<file path="config.mk">
export PLATFORM = sky130hd
export DESIGN_NAME = extended_data_space_paging
export DESIGN_NICKNAME = d
export VERILOG_FILES = /design/src/core/eds_pkg.sv /design/src/core/page_reg_if.sv /design/src/core/extended_data_space_paging.sv /design/src/core/page_register.sv
export SDC_FILE = /design/constraint.sdc
export NUM_CORES = 1
export LEC_CHECK = 0
export ABC_AREA = 1
export BUFFER_PORTS_ARGS = -buffer_cell sky130_fd_sc_hd__buf_4
export CORE_MARGIN = 2
export CORE_UTILIZATION = 39
export CTS_BUF_LIST = sky130_fd_sc_hd__clkbuf_16
export DETAILED_ROUTE_END_ITERATION = 12
export PLACE_DENSITY = 0.67
export SYNTH_ARGS = -nofsm -noshare
export SYNTH_HDL_FRONTEND = slang
export SYNTH_SLANG_ARGS = --single-unit
</file>
<file path="constraint.sdc">
create_clock -name clk -period 1.3 [get_ports clk]
set_input_delay 0.065 -clock clk [delete_from_list [all_inputs] [get_ports clk]]
set_output_delay 0.065 -clock clk [all_outputs]
set_load 0.01 [all_outputs]
</file>
<file path="src/core/eds_pkg.sv">
// Purpose: Shared constants for the extended data space paging block
// Assumes: 16-bit base effective addresses, 9-bit page values
// Notes: Extended address is page value above the 15-bit window offset
package ext_space_pkg;
    localparam int BASE_W = 16;
    localparam int OFFSET_W = 15;
    localparam int PAGE_W = 9;
    localparam int EXT_W = PAGE_W + OFFSET_W;
    localparam int UPPER_BIT = 15;
    localparam int SEL_READ = 0;
    localparam int SEL_WRITE = 1;
    localparam int PAGE_COUNT = 2;
    localparam logic [PAGE_W-1:0] PAGE_ZERO = 9'h000;
    localparam logic [PAGE_W-1:0] PAGE_ONE = 9'h001;
    localparam logic [PAGE_W-1:0] PAGE_TWO = 9'h002;
    localparam logic [PAGE_W-1:0] PAGE_RESET = 9'h001;
    localparam logic [EXT_W-1:0] PAGE1_BASE = 24'h008000;
    localparam logic [EXT_W-1:0] PAGE1_TOP = 24'h00FFFF;
    localparam logic [EXT_W-1:0] PAGE2_BASE = 24'h010000;
    localparam logic [EXT_W-1:0] PAGE2_TOP = 24'h017FFF;
endpackage

</file>
<file path="src/core/page_reg_if.sv">
// Purpose: Write port and value of one data page select register
// Assumes: Single clock domain
// Notes: Owner holds the value, user steers the writes
`timescale 1ns/100ps
`default_nettype none
interface page_reg_if;
    import ext_space_pkg::*;
    logic wr_en;
    logic [PAGE_W-1:0] wr_data;
    logic [PAGE_W-1:0] page;
    modport owner (input wr_en, input wr_data, output page);
    modport user (output wr_en, output wr_data, input page);
endinterface
`default_nettype wire

</file>
<file path="src/core/extended_data_space_paging.sv">
// Purpose: Map base effective addresses into the extended data space
// Assumes: Requests and page writes come from logic on clk
// Notes: An access uses the page value held before a same-cycle write
//        Zero page writes are dropped, so the trap path stays dormant
//        ext_addr moves every cycle; only valid or trap qualify it
//
// Summary of operation
// - Lower half addresses always pass directly
// - Bit 15 clear means page zero
// - Upper window never reaches page zero
// - Both page registers reset to one
// - Upper access with zero page traps
// - Writing zero leaves page register unchanged
// - Other pages only via upper window
// - Page one maps to 0x008000-0x00FFFF
// - Page two maps 0x010000-0x017FFF, onward
`timescale 1ns/100ps
`default_nettype none
module extended_data_space_paging
    import ext_space_pkg::*;
(
    input wire logic clk,
    input wire logic rstn,
    input wire logic req_valid,
    input wire logic req_write,
    input wire logic [BASE_W-1:0] effective_addr,
    input wire logic page_wr_en,
    input wire logic page_wr_sel,
    input wire logic [PAGE_W-1:0] page_wr_data,
    output logic ext_valid,
    output logic ext_write,
    output logic [EXT_W-1:0] ext_addr,
    output logic addr_error_trap,
    output logic [PAGE_W-1:0] read_page_select,
    output logic [PAGE_W-1:0] write_page_select
);
    // ************************************************************
    // Page registers
    // ************************************************************
    page_reg_if pg[PAGE_COUNT] ();

    // One register for each access direction
    genvar i;
    generate
        for (i = 0; i < PAGE_COUNT; i++)
        begin : gen_page
            // Steer software write to the selected register
            assign pg[i].wr_en = page_wr_en && (page_wr_sel == 1'(i));
            assign pg[i].wr_data = page_wr_data;
            page_register u_page (
                .clk(clk),
                .rstn(rstn),
                .port(pg[i])
            );
        end
    endgenerate

    // Register outputs straight from the page flip-flops
    assign read_page_select = pg[SEL_READ].page;
    assign write_page_select = pg[SEL_WRITE].page;

    // ************************************************************
    // Address translation
    // ************************************************************
    // Window flag, chosen page and its zero test
    logic upper;
    logic [PAGE_W-1:0] sel_page;
    logic zero_page;

    // Pick the page by direction of the access
    assign upper = effective_addr[UPPER_BIT];
    assign sel_page = req_write ? write_page_select : read_page_select;
    assign zero_page = (sel_page == PAGE_ZERO);

    // Completion strobe, withheld for a zero page upper access
    always_ff @(posedge clk)
    begin
        if (!rstn)
        begin
            ext_valid <= 1'b0;
        end
        else
        begin
            ext_valid <= req_valid && !(upper && zero_page);
        end
    end

    // Address error trap in place of completion
    always_ff @(posedge clk)
    begin
        if (!rstn)
        begin
            addr_error_trap <= 1'b0;
        end
        else
        begin
            addr_error_trap <= req_valid && upper && zero_page;
        end
    end

    // Direction follows the request every cycle
    always_ff @(posedge clk)
    begin
        if (!rstn)
        begin
            ext_write <= 1'b0;
        end
        else
        begin
            ext_write <= req_write;
        end
    end

    // Extended address, page value above the window offset
    always_ff @(posedge clk)
    begin
        if (!rstn)
        begin
            ext_addr <= '0;
        end
        else if (upper)
        begin
            ext_addr <= {sel_page, effective_addr[OFFSET_W-1:0]};
        end
        else
        begin
            ext_addr <= {PAGE_ZERO, effective_addr[OFFSET_W-1:0]};
        end
    end

    // ************************************************************
    // Checks
    // ************************************************************
    // All checks sample on clk; all but reset_page_a rest during reset
    low_direct_a: assert property (@(posedge clk) disable iff (!rstn)
        req_valid && !upper |=> ext_valid && !addr_error_trap
        && ext_addr[OFFSET_W-1:0] == $past(effective_addr[OFFSET_W-1:0]))
        else $error("lower address not passed directly");

    low_page0_a: assert property (@(posedge clk) disable iff (!rstn)
        req_valid && !upper |=> ext_addr[EXT_W-1:OFFSET_W] == PAGE_ZERO)
        else $error("lower address not on page zero");

    no_upper0_a: assert property (@(posedge clk) disable iff (!rstn)
        ext_valid && $past(upper) |-> ext_addr[EXT_W-1:OFFSET_W] != PAGE_ZERO)
        else $error("page zero reached through upper window");

    reset_page_a: assert property (@(posedge clk)
        !rstn |=> read_page_select == PAGE_RESET
        && write_page_select == PAGE_RESET)
        else $error("page registers not one after reset");

    zero_trap_a: assert property (@(posedge clk) disable iff (!rstn)
        req_valid && upper && zero_page |=> addr_error_trap && !ext_valid)
        else $error("zero page access did not trap");

    clear_ignored_a: assert property (@(posedge clk) disable iff (!rstn)
        page_wr_en && page_wr_data == PAGE_ZERO |=>
        $stable(read_page_select) && $stable(write_page_select))
        else $error("zero write changed a page register");

    upper_map_a: assert property (@(posedge clk) disable iff (!rstn)
        req_valid && upper && !zero_page |=> ext_valid
        && ext_addr == {$past(sel_page), $past(effective_addr[OFFSET_W-1:0])})
        else $error("upper window address wrong");

    page1_map_a: assert property (@(posedge clk) disable iff (!rstn)
        req_valid && upper && sel_page == PAGE_ONE |=>
        ext_addr >= PAGE1_BASE && ext_addr <= PAGE1_TOP)
        else $error("page one outside its range");

    page2_map_a: assert property (@(posedge clk) disable iff (!rstn)
        req_valid && upper && sel_page == PAGE_TWO |=>
        ext_addr >= PAGE2_BASE && ext_addr <= PAGE2_TOP)
        else $error("page two outside its range");

    read_page_a: assert property (@(posedge clk) disable iff (!rstn)
        req_valid && upper && !req_write && read_page_select != PAGE_ZERO
        |=> ext_addr[EXT_W-1:OFFSET_W] == $past(read_page_select)
        && !ext_write)
        else $error("read did not use read page");

    write_page_a: assert property (@(posedge clk) disable iff (!rstn)
        req_valid && upper && req_write && write_page_select != PAGE_ZERO
        |=> ext_addr[EXT_W-1:OFFSET_W] == $past(write_page_select)
        && ext_write)
        else $error("write did not use write page");

    other_pages_a: assert property (@(posedge clk) disable iff (!rstn)
        ext_valid && ext_addr[EXT_W-1:OFFSET_W] != PAGE_ZERO |-> $past(upper))
        else $error("nonzero page reached without upper window");

    write_dir_a: assert property (@(posedge clk) disable iff (!rstn)
        1'b1 |=> ext_write == $past(req_write))
        else $error("access direction not carried through");

    idle_quiet_a: assert property (@(posedge clk) disable iff (!rstn)
        !req_valid |=> !ext_valid && !addr_error_trap)
        else $error("answer without a request");

    trap_excl_a: assert property (@(posedge clk) disable iff (!rstn)
        addr_error_trap |-> !ext_valid)
        else $error("trapped access also completed");

    nonzero_page_a: assert property (@(posedge clk) disable iff (!rstn)
        read_page_select != PAGE_ZERO && write_page_select != PAGE_ZERO)
        else $error("a page register holds page zero");

    read_load_a: assert property (@(posedge clk) disable iff (!rstn)
        page_wr_en && !page_wr_sel && page_wr_data != PAGE_ZERO
        |=> read_page_select == $past(page_wr_data))
        else $error("read page write did not land");

    write_load_a: assert property (@(posedge clk) disable iff (!rstn)
        page_wr_en && page_wr_sel && page_wr_data != PAGE_ZERO
        |=> write_page_select == $past(page_wr_data))
        else $error("write page write did not land");

    page_hold_a: assert property (@(posedge clk) disable iff (!rstn)
        !page_wr_en |=>
        $stable(read_page_select) && $stable(write_page_select))
        else $error("page register changed without a write");
endmodule
`default_nettype wire

</file>
<file path="src/core/page_register.sv">
// Purpose: One data page select register
// Assumes: Synchronous active-low reset
// Notes: Writes of zero are dropped so page zero never enters the window
`timescale 1ns/100ps
`default_nettype none
module page_register
    import ext_space_pkg::*;
(
    input wire logic clk,
    input wire logic rstn,
    page_reg_if.owner port
);
    // Page value, reset to page one, zero writes ignored
    always_ff @(posedge clk)
    begin
        if (!rstn)
        begin
            port.page <= PAGE_RESET;
        end
        else if (port.wr_en && (port.wr_data != PAGE_ZERO))
        begin
            port.page <= port.wr_data;
        end
    end
endmodule
`default_nettype wire

</file>
==> qor.csv <==
stage,metric,value,unit
placed_design,post-DP HPWL,3.00,mm
clock_tree,"Clk pin slew, worst setup/hold paths",0.06,ns
sta,Hold Fails Final Rpt,0,
setup_path,Worst Path Arrival,1.28,ns
synthesis,sequential fraction of the synthesis area,50.6,%
sta,Post-Route Skew,0.00386,ns
routing,met1 wire length,1.79,mm
finish,diode count,0,
die,die width,71.6,um
clock_tree,CTS tree,built,
hold_path,Hold WC Path Type,primary input to flip-flop,
sta,setup violators final,0,
pwr,Worst VDD drop,601,uV
clock_tree,clock tree buffer depth,2,
placed_design,post-placement cell area,0.00236,mm^2
finish,NumNets Final,347,
die,I/O Pins,76,
setup_path,flop-to-flop setup slack,0.24,ns
routing,Top Layer Used,met4,
synthesis,Synth Instances,224,
pwr,P_leak,1.41,nW
routing,Routed WL per cell,10.9,um
grt,first-pass GRT wire length,6.46,mm
setup_path,Crit path top cell by count,nor2_1,
finish,Reg area,901,um^2
grt,initial antenna violation count,0,
sta,final worst path period share,81.9,%
synthesis,Synth Register Bits,45,
setup_path,CP endpoint kind,flip-flop,
synthesis,mapped cell area,0.00178,mm^2
synthesis,syn_nets,255,
sta,fmax,940,MHz
finish,Area Growth Syn to Fin,48.9,%
clock_tree,CTS H-tree depth,2,
setup_path,RR Startpoint,gen_page[0].u_page.port.page[4],
pwr,Cell Pwr Density,1180,mW/mm^2
sta,"Slew Viols, Final",0,
hold_path,worst hold path stage count,3,
routing,Routed Antenna Nets,0,
setup_path,worst r2r path cells,6,
synthesis,"Avg Cell Area, Syn",7.95,um^2
routing,Iteration-0 DRC Markers,53,
grt,Total GRT Usage,16.0,%
finish,Filler cells,399,
routing,wire length on met2,2.05,mm
sta,Setup TNS,0,ns
hold_path,Hold Crit Endpoint,gen_page[0].u_page.port.page[0],
clock_tree,Skew-Pair Late Insertion Delay,0.27,ns
die,Cell Rows,24,
clock_tree,clock sinks,45,
clock_tree,CTS Buf Count,5,
grt,vias in the first global route,1419,
grt,GR Overflow Total,0,
routing,Residual DRC,0,
setup_path,"Critical Path, Cell by Cell","inv_1, o21ai_0, nor2_2, nand3_2, nor2_1, nor2_1",
hold_path,HP Start,page_wr_data[0],
die,Initial Util,40.6,%
sta,final critical-path required period,1.06,ns
routing,vias per cell,4.27,
grt,largest net degree at the start of global routing,32,
placed_design,Placer Congestion,0.786,
sta,RSZ-0062 raised after global routing,false,
sta,final hold slack,0.0380,ns
clock_tree,post-CTS setup buffer count,0,
clock_tree,CTS root buffer,clkbuf_16,
flow_run,max-capacitance violation count,0,
setup_path,CP Launch Type,flip-flop,
routing,vias,1574,
setup_path,Worst R2R End,ext_valid,
setup_path,"Worst Path Class, Setup",flip-flop to flip-flop,
setup_path,Worst Path Max Fanout,3,
sta,Rel. slew slack,78.8,%
placed_design,I/O Buffers,75,
die,height of the chip,71.6,um
setup_path,crit-path max cell delay,0.38,ns
finish,final instance area,0.00265,mm^2
synthesis,Syn. warnings,0,
outcome,status,completed,
setup_path,slowest CP cell,dfxtp_1,
routing,met3 wire len,151,um
synthesis,Unique masters post-synth,24,
die,CORE AREA,0.00438,mm^2
die,Die ar.,0.00512,mm^2
setup_path,WP data required,1.51,ns
finish,Multi-input gate area,667,um^2
routing,final WL,4.03,mm
routing,First-pass DRT Iterations,4,
sta,Worst-Margin Slew,0.315,ns
finish,share of layout cells above drive strength 1,34.4,%
worst max-delay path by stage:
stage / to / start / cells after the start / slack [ns]
5_1_grt: ext_valid / gen_page[0].u_page.port.page[4] / 6 / 0.10
4_1_cts: ext_valid / gen_page[0].u_page.port.page[4] / 6 / 0.23
6_report: ext_valid / gen_page[0].u_page.port.page[4] / 6 / 0.24
3_3_place_gp: ext_valid / gen_page[0].u_page.port.page[4] / 6 / 0.27
3_5_place_dp: gen_page[1].u_page.port.page[6] / page_wr_data[1] / 7 / 0.24
2_1_floorplan: ext_valid / gen_page[0].u_page.port.page[4] / 6 / 0.35
per-layer routing:
metal | vias up | track usage, %
li1 | 840 | -
met4 | 0 | 6.29
met5 | - | 0
met3 | 4 | 2.67
met1 | 700 | 20.4
met2 | 30 | 27.0
cell families (layout without fill, tap and decap cells):
| logic type | count (synthesis) | count (layout) | synth area share [%] |
|---|---|---|---|
| AO/OA/AOI/OAI | 17 | 17 | 7.59 |
| flip-flops | 45 | 45 | 50.6 |
| AND/OR/NAND/NOR | 112 | 112 | 29.9 |
| buffers and inverters | 50 | 143 | 11.9 |
Yosys cell counts (all sizes together):
cell    count  area (um^2)
inv        45          169
nor3        1         10.0
dfxtp      45          901
o21ai       8         58.8
nor2       40          186
a21oi       7         38.8
nand2      54          215
clkbuf      2         7.51
nand3      16          100
buf         3         36.3
nand3b      1         20.0
o21bai      2         37.5
registers in the layout, indices dropped and copies added, names as in the netlist:
| register | cells |
|---|---|
| ext_write | 1 |
| ext_addr | 24 |
| addr_error_trap | 1 |
| gen_page.u_page.port.page | 18 |
| ext_valid | 1 |
critical path, delay by kind of cell (launching register included):
family                 cells  cell delay, ns
buffers and inverters      1            0.05
and+or+nand+nor            4            0.30
AOI/OAI and AO/OA          1            0.27
DFF                        1            0.38
stage by stage:
step	total power [W]	util (%)	setup WS [ns]	std cells
detailed placement	0.00197	53.9	0.245	346
global route	0.00327	60.5	0.101	369
global placement	0.00197	53.9	0.271	346
CTS	0.00317	60.5	0.232	369
floorplan	0.00176	-	0.351	224
finish	0.00312	60.5	0.236	369
cell usage in the layout (no fill, tap or decap), types with 6 or more instances in the layout:
cell / n
buf_4: 75
nand2_1: 51
dfxtp_1: 45
inv_1: 43
nor2_1: 33
dlygate4sd3_1: 15
nand3_1: 12
a21oi_1: 6
where the power goes:
part	leakage (nW)	switching (W)	internal [W]
logic	0.961	0.000235	0.000247
registers	0.371	0.0000432	0.00145
clock network	0.0776	0.000456	0.000690
total	1.41	0.000734	0.00239
timing repair:
item	CTS	global route
hold buffers	15	0
endpoints found under the hold margin	15	0
gates resized for setup	0	0
cell type report:
type / count / area share (%)
clock buffer: 5 / 4.72
tap: 52 / 2.45
sequential: 45 / 34.0
clock inverter: 3 / 0.425
timing repair buffer: 90 / 26.9
inverter: 45 / 6.37
multi-input combinational: 129 / 25.2
(Power assumes the default switching activity.)
